==> src/rtl/rudl_pkg.sv <==
// Constants, register map and types for the relay update drive logic
package rudl_pkg;

   // ==========================================================
   // Timing
   localparam int unsigned CLK_HZ       = 25_000_000;
   localparam int unsigned PULSE_MS     = 50;
   localparam int unsigned MS_PER_S     = 1000;
   localparam int unsigned PULSE_CYCLES = PULSE_MS * (CLK_HZ / MS_PER_S);
   localparam int          CNT_W        = 21;

   // ==========================================================
   // Register map (byte addresses)
   localparam int          ADR_W     = 8;
   localparam logic [7:0]  ADR_CTRL  = 8'h00;
   localparam logic [7:0]  ADR_CMD   = 8'h04;
   localparam logic [7:0]  ADR_STAT  = 8'h08;
   localparam logic [7:0]  ADR_LATCH = 8'h0C;

   // ==========================================================
   // Control word fields (1 = 0V level, 0 = -15V level)
   localparam int          CTRL_W   = 16;
   localparam int          F_I_N    = 0;
   localparam int          F_O_N    = 1;
   localparam int          F_DCI    = 2;
   localparam int          F_AC_N   = 3;
   localparam int          F_OFF    = 4;
   localparam int          F_WATCHDOG_A   = 5;
   localparam int          F_ZERO   = 6;
   localparam int          F_IR_LO  = 8;
   localparam int          F_OR_LO  = 12;
   localparam int          CODE_W   = 3;
   localparam int          N_CODES  = 8;
   localparam logic [15:0] CTRL_RST = 16'h071B;
   localparam logic [2:0]  IR_VOLT  = 3'h7;

   // ==========================================================
   // Command and status bits
   localparam int          CMD_GO  = 0;
   localparam int          ST_BUSY = 0;
   localparam int          ST_PEND = 1;

   // ==========================================================
   // Latching drivers: 16 buffers, groups of four
   localparam int NDRV       = 16;
   localparam int GRP_SZ     = 4;
   localparam int NGRP       = 4;
   localparam int DRV_HIRNG  = 0;
   localparam int DRV_VOLT   = 1;
   localparam int DRV_ISO    = 2;
   localparam int DRV_DCREF  = 3;
   localparam int DRV_ACREF  = 4;
   localparam int DRV_ZERO   = 5;
   localparam int DRV_SPARE0 = 6;
   localparam int DRV_SPARE1 = 7;
   localparam int DRV_OHM_LO = 8;

   // ==========================================================
   // Held (non-latching) relay lines
   localparam int NHELD     = 10;
   localparam int H_R100M   = 0;
   localparam int H_R10M    = 1;
   localparam int H_R1M     = 2;
   localparam int H_FILT    = 3;
   localparam int H_IOUT_A  = 4;
   localparam int H_IOUT_B  = 5;
   localparam int H_OOUT_A  = 6;
   localparam int H_OOUT_B  = 7;
   localparam int H_ACV     = 8;
   localparam int H_ACIREF  = 9;

   // Current and ohms range decoder outputs used
   localparam int Q_1A    = 2;
   localparam int Q_100M  = 3;
   localparam int Q_10M   = 4;
   localparam int Q_1M    = 5;
   localparam int Q_100K  = 4;

   typedef enum logic [1:0] {
      ST_IDLE   = 2'b00,
      ST_XFER   = 2'b01,
      ST_SETTLE = 2'b10,
      ST_PULSE  = 2'b11
   } rudl_state_t;

endpackage

==> src/rtl/rudl_decode.sv <==
// Function and range decode from the latched control word
`timescale 1ns/1ns
module rudl_decode (
   input  wire logic [rudl_pkg::CTRL_W-1:0] ctrl_i,
   output logic      [rudl_pkg::NDRV-1:0]   latch_val_o,
   output logic      [rudl_pkg::NHELD-1:0]  held_val_o
);
   import rudl_pkg::*;

   // ==========================================================
   // Function decode
   wire                i_sel     = ~ctrl_i[F_I_N];
   wire                o_sel     = ~ctrl_i[F_O_N];
   wire                volt_mode = ctrl_i[F_I_N] & ctrl_i[F_O_N];
   wire                off       = ctrl_i[F_OFF];
   wire                watchdog_a      = ctrl_i[F_WATCHDOG_A];
   wire                zero      = ctrl_i[F_ZERO];
   wire [CODE_W-1:0]   or_code   = ctrl_i[F_OR_LO +: CODE_W];
   // Voltage mode forces the all-ones current code
   wire [CODE_W-1:0]   ir_code   = volt_mode ? IR_VOLT : ctrl_i[F_IR_LO +: CODE_W];
   wire [N_CODES-1:0]  cur_q;
   wire [N_CODES-1:0]  ohm_q;
   wire                iso_close;

   // ==========================================================
   // Range decoders
   genvar k;
   generate
      for (k = 0; k < N_CODES; k++) begin : g_dec
         assign cur_q[k] = (ir_code == CODE_W'(k));
         assign ohm_q[k] = (or_code == CODE_W'(k)) & o_sel & ~zero;
      end
   endgenerate

   // Isolation relay closes on logic 0, the reverse of the others
   assign iso_close = ~o_sel | ~or_code[CODE_W-1] | zero | ohm_q[Q_100K];

   // ==========================================================
   // Latching driver values, logic 1 selects
   assign latch_val_o[DRV_HIRNG]  = cur_q[Q_1A];
   assign latch_val_o[DRV_VOLT]   = volt_mode;
   assign latch_val_o[DRV_ISO]    = ~iso_close;
   assign latch_val_o[DRV_DCREF]  = i_sel & ~watchdog_a & ctrl_i[F_DCI];
   assign latch_val_o[DRV_ACREF]  = i_sel & ~watchdog_a & ~ctrl_i[F_DCI];
   assign latch_val_o[DRV_ZERO]   = zero | ~o_sel;
   assign latch_val_o[DRV_SPARE0] = 1'b0;
   assign latch_val_o[DRV_SPARE1] = 1'b0;
   assign latch_val_o[DRV_OHM_LO +: N_CODES] = ohm_q;

   // ==========================================================
   // Held relays
   assign held_val_o[H_R100M]  = cur_q[Q_100M];
   assign held_val_o[H_R10M]   = cur_q[Q_10M];
   assign held_val_o[H_R1M]    = cur_q[Q_1M];
   assign held_val_o[H_FILT]   = volt_mode | cur_q[Q_100M] | cur_q[Q_10M];
   assign held_val_o[H_IOUT_A] = ~off & i_sel;
   assign held_val_o[H_IOUT_B] = ~off & i_sel;
   assign held_val_o[H_OOUT_A] = ~off & o_sel & ~watchdog_a;
   assign held_val_o[H_OOUT_B] = ~off & o_sel & ~watchdog_a;
   assign held_val_o[H_ACV]    = volt_mode & ~ctrl_i[F_AC_N];
   assign held_val_o[H_ACIREF] = i_sel;
endmodule

==> src/rtl/rudl_top.sv <==
// Relay update drive logic: Wishbone registers, transfer and update pulse
`timescale 1ns/1ns
// Functional notes
// - Each command, or one merged group of commands made while busy, transfers control bits, then drives the strobe low for 50 ms.
// - Logic 0 means -15V and logic 1 means 0V on every control line.
// - Control bits stay latched between transfers.
// - Latching drivers drive only during the strobe, else high impedance.
// - Driver at 1 during update selects the relay, 0 deselects.
// - Low-range isolation relay driver at 0 selects lower resistance ranges.
// - Output relays are held levels, changed at the update pulse.
// - Strobe buffered once, then enables four groups of four drivers.
// - Current pair selects current, ohms pair selects ohms, voltage relay voltage.
// - Both function selects at 1 drive the voltage relay selected.
// - Voltage mode uses current range code all ones, only output seven.
// - Voltage mode latches high range relay off-1A, filter relay connected.
// - Current select at 1 forces both current reference relays off.
// - AC select connects voltage lines only in voltage mode; AC current ref line follows current select.
// - Ohms range code in ohms mode without zero gives one-hot range selects.
// - Function encoding of select, DC-current and AC bits as tabulated.
// - Current output relays need output on and current selected.
// - Ohms output relays need ohms selected, output on, no watchdog watchdog_a.
// - Ohms range is a three-bit code, eight ranges low to high.
module rudl_top #(
   parameter int unsigned P_PULSE_CYCLES = rudl_pkg::PULSE_CYCLES
) (
   input  wire logic                          clk_i,
   input  wire logic                          rst_i,
   input  wire logic                          wb_cyc_i,
   input  wire logic                          wb_stb_i,
   input  wire logic                          wb_we_i,
   input  wire logic [rudl_pkg::ADR_W-1:0]    wb_adr_i,
   input  wire logic [3:0]                    wb_sel_i,
   input  wire logic [31:0]                   wb_dat_i,
   output logic      [31:0]                   wb_dat_o,
   output logic                               wb_ack_o,
   output logic                               relay_update_strobe_n_o,
   output logic      [rudl_pkg::NGRP-1:0]     drv_group_en_n_o,
   output logic      [rudl_pkg::NDRV-1:0]     latch_drv_o,
   output logic      [rudl_pkg::NDRV-1:0]     latch_drv_oe_o,
   output logic      [rudl_pkg::NHELD-1:0]    held_relay_o,
   output logic      [rudl_pkg::CTRL_W-1:0]   control_latched_o
);
   import rudl_pkg::*;

   // ==========================================================
   // Declarations
   localparam logic [CNT_W-1:0] CNT_LAST = CNT_W'(P_PULSE_CYCLES - 1);

   rudl_state_t         state_r;
   rudl_state_t         state_nxt;
   logic [CNT_W-1:0]    cnt_r;
   logic [CNT_W-1:0]    cnt_nxt;
   logic [CTRL_W-1:0]   staged_r;
   logic [CTRL_W-1:0]   latched_r;
   logic                pend_r;
   logic                ack_r;
   logic [31:0]         dat_r;
   logic                strobe_n_r;
   logic [NGRP-1:0]     grp_en_n_r;
   logic [NDRV-1:0]     drv_r;
   logic [NDRV-1:0]     oe_r;
   logic [NHELD-1:0]    held_r;
   logic [NDRV-1:0]     latch_val;
   logic [NHELD-1:0]    held_val;

   // ==========================================================
   // Bus decode
   wire                 req      = wb_cyc_i & wb_stb_i & ~ack_r;
   wire                 wr       = req & wb_we_i;
   wire                 hit_ctrl = (wb_adr_i == ADR_CTRL);
   wire                 hit_cmd  = (wb_adr_i == ADR_CMD);
   wire                 hit_stat = (wb_adr_i == ADR_STAT);
   wire                 hit_lat  = (wb_adr_i == ADR_LATCH);
   wire                 wr_ctrl  = wr & hit_ctrl;
   wire                 go_req   = wr & hit_cmd & wb_sel_i[0] & wb_dat_i[CMD_GO];
   wire                 busy     = (state_r != ST_IDLE);
   wire                 pulse_nx = (state_nxt == ST_PULSE);
   wire                 pend_nxt = busy & (go_req | pend_r);
   wire [CTRL_W-1:0]    ctrl_wr  = {wb_sel_i[1] ? wb_dat_i[15:8] : staged_r[15:8],
                                    wb_sel_i[0] ? wb_dat_i[7:0]  : staged_r[7:0]};
   wire [31:0]          stat_wd  = {30'h0, pend_r, busy};
   wire [31:0]          rd_mux   = hit_ctrl ? {16'h0, staged_r}  :
                                   hit_stat ? stat_wd            :
                                   hit_lat  ? {16'h0, latched_r} : 32'h0;

   // ==========================================================
   // Registers seen by software
   always_ff @(posedge clk_i) begin
      if (rst_i) begin
         ack_r    <= 1'b0;
         dat_r    <= 32'h0;
         staged_r <= CTRL_RST;
         pend_r   <= 1'b0;
      end else begin
         ack_r    <= req;
         dat_r    <= (req & ~wb_we_i) ? rd_mux : 32'h0;
         pend_r   <= pend_nxt;
         if (wr_ctrl) begin
            staged_r <= ctrl_wr;
         end
      end
   end

   // ==========================================================
   // Decode of the latched word
   rudl_decode i_rudl_decode (
      .ctrl_i      (latched_r),
      .latch_val_o (latch_val),
      .held_val_o  (held_val)
   );

   // ==========================================================
   // Transfer and update sequencer
   always_comb begin
      state_nxt = state_r;
      cnt_nxt   = cnt_r;
      case (state_r)
         ST_IDLE: begin
            if (go_req | pend_r) begin
               state_nxt = ST_XFER;
            end
         end
         ST_XFER: begin
            state_nxt = ST_SETTLE;
         end
         ST_SETTLE: begin
            state_nxt = ST_PULSE;
            cnt_nxt   = '0;
         end
         ST_PULSE: begin
            if (cnt_r == CNT_LAST) begin
               state_nxt = ST_IDLE;
            end else begin
               cnt_nxt = cnt_r + 1'b1;
            end
         end
         default: begin
            state_nxt = ST_IDLE;
         end
      endcase
   end

   always_ff @(posedge clk_i) begin
      if (rst_i) begin
         state_r   <= ST_IDLE;
         cnt_r     <= '0;
         latched_r <= CTRL_RST;
      end else begin
         state_r <= state_nxt;
         cnt_r   <= cnt_nxt;
         if (state_r == ST_XFER) begin
            latched_r <= staged_r;
         end
      end
   end

   // ==========================================================
   // Strobe, group enables and held relays
   // Enables come from the same edge as the strobe, so no driver leads it
   always_ff @(posedge clk_i) begin
      if (rst_i) begin
         strobe_n_r <= 1'b1;
         grp_en_n_r <= '1;
         held_r     <= '0;
      end else begin
         strobe_n_r <= ~pulse_nx;
         grp_en_n_r <= {NGRP{~pulse_nx}};
         if (pulse_nx & (state_r == ST_SETTLE)) begin
            held_r <= held_val;
         end
      end
   end

   // ==========================================================
   // Tristate latching drivers, one per buffer
   genvar i;
   generate
      for (i = 0; i < NDRV; i++) begin : g_drv
         always_ff @(posedge clk_i) begin
            if (rst_i) begin
               oe_r[i]  <= 1'b0;
               drv_r[i] <= 1'b0;
            end else begin
               oe_r[i]  <= pulse_nx;
               drv_r[i] <= pulse_nx & latch_val[i];
            end
         end
      end
   endgenerate

   // ==========================================================
   // Outputs
   assign wb_ack_o                = ack_r;
   assign wb_dat_o                = dat_r;
   assign relay_update_strobe_n_o = strobe_n_r;
   assign drv_group_en_n_o        = grp_en_n_r;
   assign latch_drv_o             = drv_r;
   assign latch_drv_oe_o          = oe_r;
   assign held_relay_o            = held_r;
   assign control_latched_o       = latched_r;

   // ==========================================================
   // Checks
   logic [31:0] low_cnt_r;
   wire         lat_i_n = latched_r[F_I_N];
   wire         lat_o_n = latched_r[F_O_N];
   wire         volt_lat = lat_i_n & lat_o_n;

   always_ff @(posedge clk_i) begin
      if (rst_i) begin
         low_cnt_r <= 32'h0;
      end else begin
         low_cnt_r <= strobe_n_r ? 32'h0 : low_cnt_r + 32'h1;
      end
   end
endmodule

==> config.mk <==
export PLATFORM = sky130hd
export DESIGN_NAME = rudl_top
export DESIGN_NICKNAME = d
export VERILOG_FILES = /design/src/rtl/rudl_pkg.sv /design/src/rtl/rudl_decode.sv /design/src/rtl/rudl_top.sv
export SDC_FILE = /design/constraint.sdc
export NUM_CORES = 1
export LEC_CHECK = 0
export ABC_AREA = 1
export BUFFER_PORTS_ARGS = -buffer_cell sky130_fd_sc_hd__clkbuf_2
export CAP_MARGIN = 20
export CORE_MARGIN = 2
export CORE_UTILIZATION = 54
export DETAILED_ROUTE_END_ITERATION = 10
export GPL_ROUTABILITY_DRIVEN = 0
export GPL_TIMING_DRIVEN = 1
export PLACE_DENSITY = 0.85
export REMOVE_ABC_BUFFERS = 1
export SYNTH_ARGS = -nofsm -noshare
export SYNTH_HDL_FRONTEND = slang
export SYNTH_SLANG_ARGS = --single-unit
==> constraint.sdc <==
create_clock -name clk_i -period 5.22 [get_ports clk_i]
set_clock_uncertainty 0.15 [all_clocks]
set_input_delay 1.044 -clock clk_i [delete_from_list [all_inputs] [get_ports clk_i]]
set_output_delay 1.044 -clock clk_i [all_outputs]
set_load 0.01 [all_outputs]
Yosys cells after proc, flatten, opt, wreduce, memory -nomap -nowiden. Index checks and enable logic that the tools add are counted.

Add/subtract/negate cells: 1. Equality and inequality tests: 20. Muxes and demuxes: 9. Bitwise operators: 68. Reduce and logical (&&, ||, !) cells: 10.

Operators by type and width (count): $and 1x1->1 (48); $mux 16 (3); $pmux 21 s2 (1); $add 21x1->21 const B (1); $eq 21x21->1 const B (1); $mux 21 (1); $eq 3x3->1 const B (6); $eq 8x4->1 const B (2); $not 1->1 (13); $eq 3x2->1 const B (4); $eq 8x3->1 const B (1); $logic_not 8->1 (1); $pmux 2 s4 (1); $or 1x1->1 (7); $eq 2x2->1 const B (3); $reduce_and 2->1 (3); $mux 2 (2); $reduce_bool 2->1 (2); $reduce_or 4->1 (1); $eq 3x1->1 const B (1); $logic_not 3->1 (1); $mux 3 (1); $eq 2x1->1 const B (1); $logic_not 2->1 (1); 2 further kinds (2).

Register bits after elaboration: 116. Bits of input ports: 49. Output and inout bits: 96.

Depth between registers and ports, before layout. Gate-level depths: netlist of run 1.

Word-level depth: 11. Mapped depth: 10.

By module. A second synthesis of run 1 with hierarchy kept.

Cells, all modules: 641. Area total of the unflattened synthesis: 4526.8 sq um.

By module, submodules not included: rudl_top (instances 1, cells each 593, area each 4290.4 sq um); rudl_decode (instances 1, cells each 48, area each 236.5 sq um).

Worst setup path after synthesis of run 1. No wires, ideal clock.

Path kind: input-to-reg. From: input wb_adr_i[1] in the netlist's numbering. To: register staged_r[13]. Library setup time: 0.119 ns. Arrival time: 1.990 ns. Setup slack: 2.960 ns. Cell stages on the path: 7. Path buffers: 1. Cells stage by stage: nor2_4 > nand2_2 > nor3_4 > nand3_2 > buf_2 > o21ai_1 > a21oi_1.

Cells in the longest elaborated chain, start to end: 3.

RTL lines: start: declaration (line rudl_top.sv:31) `input wire logic [rudl_pkg::ADR_W-1:0] wb_adr_i,`; $logic_not 8->1 (line rudl_top.sv:70) `wire hit_ctrl = (wb_adr_i == ADR_CTRL);`; $and 1x1->1 (line rudl_top.sv:74) `wire wr_ctrl = wr & hit_ctrl;`; $reduce_and 2->1 (no line); end signal: assignment (line rudl_top.sv:99) `staged_r <= ctrl_wr;`; end: declaration (line rudl_top.sv:53) `logic [CTRL_W-1:0] staged_r;`.

Every way passes these cells. A chain may end at the register's enable or synchronous reset.

==> results.md, run 1 <==
- Total power after layout: 1290 uW
- Summed instance area of the synthesized netlist: approximately 4300 sq um
- Yosys warns: 0
- First-pass GRT wire length: 17,400 um
- Hold Violations, Final: 0
- Total number of vias: approximately 4,100
- PwrDens: roughly 260 nW/um^2
- Maximum count of clock buffers along a single path: 2
- Die Area: around 9000 sq um
- Setup CP Type: input pin to flip-flop
- Slew of the pin with the lowest slew margin: between 0.9 and 1 ns
- Horizontal die dimension: between 90 and 100 um
- Placed cells: between 700 and 800
- # hold bufs at CTS: 0
- Max Slew Vio Count: 0
- Fraction of layout instances using a drive strength above 1: 20.3%
- Outcome: finished, final reports clean
- Overall Global Routing Usage: about a quarter
- Area grow syn2layout: 13.4%
- Mapped Cells: 603
- Capture point of the critical path: held_relay_o[3]
- CTS Root Cell: sky130_fd_sc_hd__clkbuf_8
- Critical path launch point type: input pin
- Average size of a mapped cell: about 7.2 sq um
- Worst setup slack after layout: about 2.5 ns
- Number of cell rows: 32
- Post-synthesis register bit count: between 90 and 100
- Final setup TNS: 0 ns
- Vias in the first global route: between 3,000 and 4,000
- Setup slack, reg-to-reg: roughly 3.3 ns
- Number of setup violations in the final report: 0
- Final min period: roughly 2.8 ns
- Net total in the final layout: 735
- Number of gates resized after CTS: 0
- Number of clock sinks: 97
- Leakage power of the design: about 0.0022 uW
- Reg2reg start: cnt_r[0]
- Crit path arrival time: between 2 and 3 ns
- Post-CTS setup repair buffer count: 0
- TritonCTS clock tree: built
- Worst path max stage delay: 0.60 ns
- Synth Area in Simple Gates: 30.3%
- Area inside the core boundary: around 7800 sq um
- Remaining antenna violation count after routing: 0
- Crit path launch: rst_i
- Clock transition at path regs: around 0.10 ns
- Main combinational cell family by area after synthesis: simple AND/OR/NAND/NOR gates
- Count of antenna diodes in the layout: 0
- Sequential element share of the synthesized area: 44.7%
- Slowest cell on crit path: sky130_fd_sc_hd__inv_1
- Maxcap violations: 0
- Synth Area in XOR/XNOR: less than 1%
- Relative slew slack: between 30% and 40%
- Top Ports: approximately 150
- Post-route non-filler standard cell count: 792
- Maximum VDD drop: roughly 0.21 mV
- Data required time of the critical path: 5.33 ns
- CP Capture Type: flip-flop
- Capture instance of the worst register-to-register path: state_r[1]
- Dominant cell type by count on the critical path: sky130_fd_sc_hd__o21ai_0
- Final period utilization: 52.7%
- RSZ-0062 raised after global routing: no
- Later-pin clock latency in the skew report: 0.36 ns
- DRC viols: 0
- Total Routed Length: ~10,000 um
- Average routed wire per standard cell: about 13 um
- First-pass iteration count of the detailed router: 5
- Vias per cell: between 5 and 6
- Area fraction in compound gates after synthesis: between 10% and 20%
- Buffers on Ports: about 110
- DIE HEIGHT: ~94 um
- Ordered cell list for the critical path: clkbuf_2 > inv_1 > a41oi_1 > o21ai_0 > o21ai_0 > nand2_1
- Crit-path max FO: 31
- HPWL Detailed: roughly 7500 um
- Synth Area in Adders: less than 1%
- Maximum number of pins on one net before global-route repair: 32
- Starting density of the core: 56.0%
- Count of cells along the worst register-to-register path: 8
- Portion of netlist area occupied by mux cells: 0%
- Remaining global-route overflow: 0
- TritonCTS Buffers: 9
- Iter 0 DRT Violations: ~240
- H-tree level count: 3
- Library cells used by synthesis: 34
- Maximum operating frequency: between 0.3 and 0.4 GHz
- Setup WS pre-CTS: 2.10 ns
- WHS: 0.308 ns
- Antenna violations before repair: 0
- Worst min path class: flip-flop to flip-flop
metal layers:
| metal | track usage (%) | up-vias | wire length, um |
|---|---|---|---|
| li1 | - | 2032 | - |
| met1 | 28.7 | 1887 | 4140 |
| met2 | 42.7 | 148 | 5200 |
| met3 | 4.90 | 27 | 596 |
| met4 | 13.0 | 0 | 312 |
| met5 | 0 | - | 0 |
cells in the mapped netlist:
master	n	area share (%)
sky130_fd_sc_hd__nor2_4	2	0.52
sky130_fd_sc_hd__or2_2	1	0.14
sky130_fd_sc_hd__nor2_2	2	0.29
sky130_fd_sc_hd__nor3_4	1	0.37
sky130_fd_sc_hd__o21ai_0	22	2.5
sky130_fd_sc_hd__clkbuf_1	7	0.60
sky130_fd_sc_hd__clkinv_2	1	0.12
sky130_fd_sc_hd__nor3_1	8	0.92
sky130_fd_sc_hd__nand2_2	1	0.14
sky130_fd_sc_hd__nand3_1	34	3.9
sky130_fd_sc_hd__nand3b_1	1	0.17
sky130_fd_sc_hd__a32o_1	1	0.23
sky130_fd_sc_hd__o21bai_1	3	0.52
sky130_fd_sc_hd__nor4_1	1	0.14
sky130_fd_sc_hd__buf_1	2	0.17
sky130_fd_sc_hd__nand4_1	12	1.7
sky130_fd_sc_hd__nor2_1	74	6.4
sky130_fd_sc_hd__inv_1	55	4.7
sky130_fd_sc_hd__nand2_1	162	14
sky130_fd_sc_hd__buf_2	6	0.69
sky130_fd_sc_hd__xor2_1	2	0.40
sky130_fd_sc_hd__dfxtp_1	97	45
sky130_fd_sc_hd__buf_4	39	6.7
sky130_fd_sc_hd__a41oi_1	1	0.20
sky130_fd_sc_hd__o211ai_1	8	1.4
sky130_fd_sc_hd__nand2_4	1	0.26
sky130_fd_sc_hd__ha_1	1	0.29
sky130_fd_sc_hd__nand3_4	2	0.81
sky130_fd_sc_hd__nand3_2	2	0.46
sky130_fd_sc_hd__conb_1	1	0.086
sky130_fd_sc_hd__buf_6	2	0.52
sky130_fd_sc_hd__o21ai_1	3	0.35
sky130_fd_sc_hd__inv_2	1	0.086
sky130_fd_sc_hd__a21oi_1	47	5.4
how the worst min path moves through the flow:
stage               cells after the start            start               to
CTS                                     2  held_relay_o[0]  held_relay_o[0]
global route                            2  held_relay_o[9]  held_relay_o[9]
detailed placement                      2  held_relay_o[0]  held_relay_o[0]
global placement                        2  held_relay_o[2]  held_relay_o[2]
floorplan                               2     staged_r[11]     wb_dat_o[11]
finish                                  2  held_relay_o[0]  held_relay_o[0]
registers in the layout, summed over array words and instances (netlist names):
name	count
cnt_r	21
control_latched_o	16
staged_r	16
wb_dat_o	16
latch_drv_o	14
held_relay_o	8
state_r	2
drv_group_en_n_o	1
latch_drv_oe_o	1
pend_r	1
wb_ack_o	1
layout make-up:
class | instances | area, sq um
fill | 666 | 2840
sequential | 97 | 1940
multi-input combinational | 410 | 1870
timing repair buffer | 110 | 559
inverter | 57 | 215
clock buffer | 10 | 138
tap | 102 | 128
clock inverter | 6 | 75.1
layout by cell type (no fill, tap or decap):
cell / netlist / layout
sky130_fd_sc_hd__nand4_1: 12 / 12
sky130_fd_sc_hd__clkinv_4: 0 / 2
sky130_fd_sc_hd__o211ai_1: 8 / 8
sky130_fd_sc_hd__inv_8: 0 / 1
sky130_fd_sc_hd__o21ai_1: 3 / 3
sky130_fd_sc_hd__clkinvlp_4: 0 / 1
sky130_fd_sc_hd__inv_6: 0 / 1
sky130_fd_sc_hd__nand2_1: 162 / 162
sky130_fd_sc_hd__bufinv_16: 0 / 1
sky130_fd_sc_hd__nor2_1: 74 / 74
sky130_fd_sc_hd__a41oi_1: 1 / 1
sky130_fd_sc_hd__nand3_4: 2 / 2
sky130_fd_sc_hd__inv_1: 55 / 55
sky130_fd_sc_hd__nand2_2: 1 / 1
sky130_fd_sc_hd__a32o_1: 1 / 1
sky130_fd_sc_hd__inv_2: 1 / 1
sky130_fd_sc_hd__a21oi_1: 47 / 47
sky130_fd_sc_hd__conb_1: 1 / 18
sky130_fd_sc_hd__clkinv_2: 1 / 1
sky130_fd_sc_hd__nand3_1: 34 / 34
sky130_fd_sc_hd__buf_6: 2 / 1
sky130_fd_sc_hd__nor2_4: 2 / 2
sky130_fd_sc_hd__nor3_1: 8 / 8
sky130_fd_sc_hd__buf_4: 39 / 1
sky130_fd_sc_hd__ha_1: 1 / 1
sky130_fd_sc_hd__or2_2: 1 / 1
sky130_fd_sc_hd__o21bai_1: 3 / 3
sky130_fd_sc_hd__dfxtp_1: 97 / 97
sky130_fd_sc_hd__o21ai_0: 22 / 22
sky130_fd_sc_hd__xor2_1: 2 / 2
sky130_fd_sc_hd__nand3b_1: 1 / 1
sky130_fd_sc_hd__clkbuf_8: 0 / 10
sky130_fd_sc_hd__nor2_2: 2 / 2
sky130_fd_sc_hd__clkbuf_2: 0 / 108
sky130_fd_sc_hd__nor4_1: 1 / 1
sky130_fd_sc_hd__nand2_4: 1 / 1
sky130_fd_sc_hd__nor3_4: 1 / 1
sky130_fd_sc_hd__nand3_2: 2 / 2
power breakdown:
group          internal, uW  leakage, uW  switching (uW)
clock                   241     0.000105             270
sequential              740     0.000782           0.242
combinational          11.5      0.00127            26.1
total                   993      0.00215             296
metrics by stage:
| step | utilization, % | instance area, sq um |
|---|---|---|
| floorplan | - | 4030 |
| global placement | 60.6 | 4710 |
| detailed placement | 60.7 | 4720 |
| CTS | 63.5 | 4930 |
| global route | 63.5 | 4930 |
| finish | 63.5 | 4930 |
cells by family (layout without fill, tap and decap cells):
kind of cell | Yosys count | after routing
AO/OA/AOI/OAI | 85 | 85
XOR/XNOR | 2 | 2
other | 1 | 18
buffers and inverters | 113 | 183
AND/OR/NAND/NOR | 304 | 304
flip-flops | 97 | 97
adder cells (fa/ha/maj) | 1 | 1
worst max-delay path, delay by kind of cell:
family,cells,cell delay (ns)
compound gates,3,0.64
buf+inv,2,1.10
simple gates,1,0.07
No activity file was read; power rests on OpenSTA's default activity.
==> run 2: changes to the inputs <==
--- a/config.mk
+++ b/config.mk
@@ -5,15 +5,15 @@
 export SDC_FILE = /design/constraint.sdc
 export NUM_CORES = 1
 export LEC_CHECK = 0
-export ABC_AREA = 1
+export ABC_AREA = 0
 export BUFFER_PORTS_ARGS = -buffer_cell sky130_fd_sc_hd__clkbuf_2
 export CAP_MARGIN = 20
 export CORE_MARGIN = 2
-export CORE_UTILIZATION = 54
+export CORE_UTILIZATION = 49
 export DETAILED_ROUTE_END_ITERATION = 10
 export GPL_ROUTABILITY_DRIVEN = 0
 export GPL_TIMING_DRIVEN = 1
-export PLACE_DENSITY = 0.85
+export PLACE_DENSITY = 0.79
 export REMOVE_ABC_BUFFERS = 1
 export SYNTH_ARGS = -nofsm -noshare
 export SYNTH_HDL_FRONTEND = slang
==> constraint.sdc (replaced) <==
create_clock -name clk_i -period 2.7 [get_ports clk_i]
set_clock_uncertainty 0.15 [all_clocks]
set_input_delay 0.54 -clock clk_i [delete_from_list [all_inputs] [get_ports clk_i]]
set_output_delay 0.54 -clock clk_i [all_outputs]
set_load 0.01 [all_outputs]
==> run 2 against run 1 <==
  * Sequential share of layout area rose by 3.2 points
  * Cell count is 19% lower
  * Register-to-register slack worse by 2.8 ns
  * Setup slack worse by 2.1 ns
  * Sequential cell count is the same
  * Hold slack worse by 0.069 ns
  * Combinational power grew 91%
  * First-iteration DRC count up 11%
  * Clock-buffer cell count is the same
  * Area after synthesis down 8.5%
  * Critical endpoint is now state_r[0]
==> results.md, run 2 <==
- Post-Route Utilization: 58.4%
- TritonCTS Buffers: 9
- Library cells used by synthesis: between 40 and 50
- Cell type with the largest total area after synthesis: sky130_fd_sc_hd__dfxtp_1
- Area inside the core boundary: 7810 sq um
- Fraction of layout instances using a drive strength above 1: between 20% and 30%
- Later-pin clock latency in the skew report: between 0.3 and 0.4 ns
- Startpoint of the tightest hold check path: wb_dat_i[4]
- Maximum operating frequency: 0.435 GHz
- Net total in the final layout: between 500 and 600
- Sequential Power Share: about three fifths
- Overall Global Routing Usage: between 20% and 30%
- Average size of a mapped cell: 8.81 sq um
- DIE HEIGHT: about 94 um
- Post-synth top cells: sky130_fd_sc_hd__dfxtp_1, sky130_fd_sc_hd__nor2_1, sky130_fd_sc_hd__nand2_1
- Number of gates resized after CTS: 0
- Reg2reg start: cnt_r[0]
- Register ranked first by flip-flop count: cnt_r
- First-pass GRT wire length: about 15,000 um
- Horizontal die dimension: 94.1 um
- Vias in the first global route: around 3,100
- Top_reg_cell synth: sky130_fd_sc_hd__dfxtp_1
- Synth top area share: around half
- Maximum count of clock buffers along a single path: 2
- Slew of the pin with the lowest slew margin: ~0.67 ns
- DRC viols: 0
- Remaining antenna violation count after routing: 0
- Most common cell after layout, fill and taps aside: sky130_fd_sc_hd__clkbuf_2
- Relative slew slack: 55.3%
- Crit path launch: cnt_r[0]
- Maximum VDD drop: between 0.2 and 0.3 mV
- Cell types occupying the most area after synthesis: sky130_fd_sc_hd__dfxtp_1, sky130_fd_sc_hd__buf_4, sky130_fd_sc_hd__nor2_1
- Portion of total power attributed to combinational logic: under 10%
- Iter 0 DRT Violations: between 200 and 300
- Crit path arrival time: 2.39 ns
- Count of antenna diodes in the layout: 0
- Max FFs per register: 21
- Cell area after layout: 4560 sq um
- Worst min path class: input pin to flip-flop
- Remaining global-route overflow: 0
- Instance area after placement: 4370 sq um
- Net switching share of the total power: between 20% and 30%
- Top Ports: about 150
- Max Slew Vio Count: 0
- HPWL Detailed: ~6600 um
- Clock power share: a little under two fifths
- Total power after layout: 2420 uW
- Crit-path max FO: 11
- Mapped Cells: roughly 450
- Leading cell type by number of instances after synthesis: sky130_fd_sc_hd__dfxtp_1
- RSZ-0062 raised after global routing: no
- Final period utilization: between 80% and 90%
- Buffers on Ports: 108
- Worst setup slack after layout: around 0.40 ns
- Post-synthesis register bit count: 97
- First-pass iteration count of the detailed router: 5
- Setup CP Type: flip-flop to flip-flop
- Proportion of register bits with asynchronous set or reset after synthesis: 0%
- Antenna violations before repair: 0
- Sequential element share of the synthesized area: approximately half
- Setup WS pre-CTS: ~0.46 ns
- Clock transition at path regs: around 0.10 ns
- H-tree level count: 3
- # hold bufs at CTS: 0
- Number of cell rows: 32
- Total Routed Length: about 9200 um
- Internal Power: 1840 uW
- Total number of vias: about 3,400
- Outcome: finished, final reports clean
- Starting density of the core: between 50% and 60%
- Final setup TNS: 0 ns
- CTS Root Cell: sky130_fd_sc_hd__clkbuf_8
- Number of setup violations in the final report: 0
- Critical path launch point type: flip-flop
- PwrDens: 531 nW/um^2
- Maxcap violations: 0
- Average routed wire per standard cell: between 10 and 15 um
- EDFF count, synth: 0
- Final min period: about 2.3 ns
- Hold Violations, Final: 0
- Post-CTS setup repair buffer count: 0
- Summed instance area of the synthesized netlist: between 3000 and 4000 sq um
- Net Sw Power: ~600 uW
- Maximum number of pins on one net before global-route repair: 21
- Yosys warns: 0
- Most used cells in the layout excluding fill and tap cells: sky130_fd_sc_hd__clkbuf_2, sky130_fd_sc_hd__dfxtp_1, sky130_fd_sc_hd__nor2_1
- Leakage power of the design: roughly 0.0019 uW
- Fill cell total of the finished layout: 695
- Vias per cell: 5.34
- Area grow syn2layout: 14.8%
- CP Capture Type: flip-flop
- Die Area: between 8000 and 9000 sq um
- TritonCTS clock tree: built
- Number of clock sinks: 97
- Data required time of the critical path: about 2.8 ns
[run 2: cell types whose count changed after synthesis, sizes merged, moves of 9 or more]
cell / delta
mux2i: +14
inv: -48
nand3: -17
o21ai: -19
nand2: -109
nor2: -17
a22oi: +17
clkbuf: +12
a21oi: -26
xor2: +9
[run 2: path summary, 6_finish.rpt]
check | to | slack (ns) | depth (start not counted)
worst max-delay path | state_r[0] | 0.40 | 6
worst max register to register | state_r[0] | 0.40 | 6
worst min-delay path | staged_r[4] | 0.24 | 3
worst min register to register | control_latched_o[7] | 0.32 | 2
[run 2: area by class of cell]
| class | instances | area (sq um) | area share (%) |
|---|---|---|---|
| clock buffer | 10 | 138 | 3.02 |
| clock inverter | 6 | 57.6 | 1.26 |
| inverter | 8 | 30.0 | 0.658 |
| multi-input combinational | 299 | 1670 | 36.6 |
| sequential | 97 | 1940 | 42.6 |
| tap | 102 | 128 | 2.80 |
| timing repair buffer | 116 | 601 | 13.2 |
[run 2: power groups by stage]
stage / combinational [uW] / sequential, uW / clock [uW]
6_report: 71.7 / 1430 / 921
3_3_place_gp: 69.9 / 1460 / 0
4_1_cts: 70.8 / 1430 / 939
5_1_grt: 79.3 / 1430 / 997
2_1_floorplan: 26.4 / 1460 / 0
3_5_place_dp: 70.6 / 1460 / 0
[run 2: cells by family after synthesis]
group	count (synthesis)	share of synthesized area [%]
DFF	97	48.9
other	1	0.0943
and+or+nand+nor	193	23.4
AOI/OAI and AO/OA	59	9.76
xor gates and xnor gates	14	3.08
adders and majority gates	1	0.315
muxes	14	3.53
buffers and inverters	72	10.9
[run 2: critical path, cell delays in order, from the launching register on]
cell and delay (ns):
sky130_fd_sc_hd__dfxtp_1 0.44, sky130_fd_sc_hd__ha_1 0.25, sky130_fd_sc_hd__nand4bb_1 0.11, sky130_fd_sc_hd__or4_4 0.53, sky130_fd_sc_hd__o21ai_4 0.25, sky130_fd_sc_hd__or2b_2 0.33, sky130_fd_sc_hd__o31ai_1 0.11
[run 2: stage by stage]
stage          hold WS, ns  std cells
3_3_place_gp         0.303        622
2_1_floorplan        0.289        404
3_5_place_dp         0.314        622
4_1_cts              0.235        638
5_1_grt              0.259        638
6_report             0.239        638
[run 2: layer usage]
layer  global-route usage, %  part of all wire (%)  up-vias
li1                        -                     -     1652
met1                    28.4                    44     1585
met2                    34.8                    47      163
met3                    4.25                   7.8       10
met4                    7.97                   1.4        0
met5                       0                     0        -
==> run 3: changes to the inputs <==
--- a/config.mk
+++ b/config.mk
@@ -8,12 +8,14 @@
 export ABC_AREA = 0
 export BUFFER_PORTS_ARGS = -buffer_cell sky130_fd_sc_hd__clkbuf_2
 export CAP_MARGIN = 20
+export CELL_PAD_IN_SITES_DETAIL_PLACEMENT = 1
+export CELL_PAD_IN_SITES_GLOBAL_PLACEMENT = 1
 export CORE_MARGIN = 2
-export CORE_UTILIZATION = 49
+export CORE_UTILIZATION = 36
 export DETAILED_ROUTE_END_ITERATION = 10
 export GPL_ROUTABILITY_DRIVEN = 0
 export GPL_TIMING_DRIVEN = 1
-export PLACE_DENSITY = 0.79
+export PLACE_DENSITY_LB_ADDON = 0.1
 export REMOVE_ABC_BUFFERS = 1
 export SYNTH_ARGS = -nofsm -noshare
 export SYNTH_HDL_FRONTEND = slang
==> constraint.sdc (replaced) <==
create_clock -name clk_i -period 2.7 [get_ports clk_i]
set_clock_uncertainty 0.15 [all_clocks]
set_input_delay 0.27 -clock clk_i [delete_from_list [all_inputs] [get_ports clk_i]]
set_output_delay 0.27 -clock clk_i [all_outputs]
set_load 0.01 [all_outputs]
==> run 3 against run 2 <==
  * Via count shrank 0.76%
  * Setup slack gained 0.10 ns
  * Sequential cell count is the same
  * Register-to-register slack gained 0.10 ns
  * Largest cell class unchanged
  * Die area grew 34%
  * Wire length grew 15%
  * Hold slack lost 0.22 ns
  * Clock power grew 14%
  * Non-clock buffer count grew 14
  * Critical path type unchanged
==> results.md, run 3 (synthesis gave the netlist of run 2 again) <==
- Outcome: finished, final reports clean
- Clock transition at path regs: around 0.10 ns
- Starting density of the core: between 30% and 40%
- Crit path launch: cnt_r[0]
- Max Slew Vio Count: 0
- Number of clock sinks: a little under 100
- Startpoint of the tightest hold check path: wb_dat_i[11]
- Most common cell after layout, fill and taps aside: sky130_fd_sc_hd__clkbuf_2
- Count of cells along the worst register-to-register path: 7
- Crit-path max FO: 15
- Remaining global-route overflow: 0
- Data required time of the critical path: ~2.8 ns
- WHS Path Cells: 3
- Reg2reg start: cnt_r[0]
- DRC viols: 0
- Hold Violations, Final: 0
- Total Routed Length: 10,500 um
- TritonCTS clock tree: built
- Worst min path class: input pin to flip-flop
- CP Capture Type: flip-flop
- Maximum count of clock buffers along a single path: 2
- Iter 0 DRT Violations: 84
- First-pass GRT wire length: between 15,000 and 20,000 um
- Instance area after placement: ~4400 sq um
- Area grow syn2layout: 20.2%
- Hold path endpoint: staged_r[11]
- Relative slew slack: between 50% and 60%
- RSZ-0062 raised after global routing: no
- Cell area after layout: 4780 sq um
- Area inside the core boundary: ~11,000 sq um
- Final min period: about 2.2 ns
- CTS Root Cell: sky130_fd_sc_hd__clkbuf_8
- Buffers on Ports: between 100 and 150
- Setup slack, reg-to-reg: 0.50 ns
- Number of cell rows: 38
- Register ranked first by flip-flop count: cnt_r
- HPWL Detailed: roughly 7500 um
- Remaining antenna violation count after routing: 0
- Most used cells in the layout excluding fill and tap cells: sky130_fd_sc_hd__clkbuf_2, sky130_fd_sc_hd__dfxtp_1, sky130_fd_sc_hd__nor2_1
- Maxcap violations: 0
- Max FFs per register: 21
- Final setup TNS: 0 ns
- Count of antenna diodes in the layout: 0
- Crit path arrival time: around 2.3 ns
- Top Ports: roughly 150
- Setup CP Type: flip-flop to flip-flop
- H-tree level count: 3
- Fraction of layout instances using a drive strength above 1: around a quarter
- Maximum VDD drop: 0.227 mV
- Antenna violations before repair: 0
- PwrDens: between 500 and 600 nW/um^2
- Maximum number of pins on one net before global-route repair: 19
- Final period utilization: 81.3%
- TritonCTS Buffers: 9
- First-pass iteration count of the detailed router: 5
- Critical path launch point type: flip-flop
- Slew of the pin with the lowest slew margin: 0.678 ns
- Vias in the first global route: approximately 3,300
- Vias per cell: around 4.9
- Later-pin clock latency in the skew report: between 0.3 and 0.4 ns
- DIE HEIGHT: 109 um
- Maximum operating frequency: ~0.46 GHz
- Die Area: between 10,000 and 15,000 sq um
- Net total in the final layout: 595
- Leakage power of the design: a little under 0.002 uW
- Horizontal die dimension: approximately 110 um
- Number of setup violations in the final report: 0
- Average routed wire per standard cell: 15.3 um
- Overall Global Routing Usage: approximately 19%
- Total number of vias: 3,384
- Capture instance of the worst register-to-register path: cnt_r[13]
-- run 3: per-stage QoR --
stage / power (uW) / hold WS [ns] / setup WS, ns / std cells / utilization [%]
3_5_place_dp: 1540 / 0.298 / 0.502 / 659 / 40.9
6_report: 2570 / 0.0156 / 0.505 / 689 / 44.3
3_3_place_gp: 1540 / 0.293 / 0.546 / 658 / 40.8
2_1_floorplan: 1490 / 0.189 / 0.600 / 404 / -
5_1_grt: 2670 / 0.0190 / 0.342 / 689 / 44.3
4_1_cts: 2600 / 0.0156 / 0.503 / 689 / 44.3
-- run 3: timing repair --
action                    in CTS  in global routing
hold buffers                  15                  0
resized for setup              0                  0
buffers inserted               0                  0
hold endpoints to repair      15                  0
-- run 3: power by group --
| part | switching (uW) | internal, uW | total (uW) |
|---|---|---|---|
| combinational | 52.2 | 39.1 | 91.2 |
| clock | 524 | 522 | 1050 |
| sequential | 0.402 | 1430 | 1430 |
-- run 3: layer usage --
metal	share of wire, %	vias up	global-route usage, %
li1	-	1669	-
met1	46	1625	23.5
met2	48	78	31.6
met3	4.1	12	3.83
met4	1.2	0	5.77
met5	0	-	0
-- run 3: worst max path at each step --
stage	slack, ns	depth (start not counted)	end
final	0.50	7	cnt_r[13]
after global placement	0.55	6	state_r[0]
after CTS	0.50	7	cnt_r[13]
after global routing	0.34	7	cnt_r[13]
after detailed placement	0.50	6	state_r[0]
after floorplan	0.60	6	state_r[0]
-- run 3: cell type report --
cell class              instances  area, sq um
inverters                       8         30.0
clock inverters                 6         91.3
repair buffers                130          747
clock buffers                   9          124
flip-flops and latches         97         1940
fillers                      1310         6020
multi-input cells             299         1670
well taps                     140          175
-- run 3: critical path: stages (launching register included) --
cell and delay [ns]:
sky130_fd_sc_hd__dfxtp_1 0.43, sky130_fd_sc_hd__ha_1 0.26, sky130_fd_sc_hd__nand4bb_1 0.11, sky130_fd_sc_hd__or4_4 0.53
sky130_fd_sc_hd__o21ai_4 0.17, sky130_fd_sc_hd__buf_4 0.22, sky130_fd_sc_hd__nand3b_1 0.14, sky130_fd_sc_hd__a22oi_1 0.06
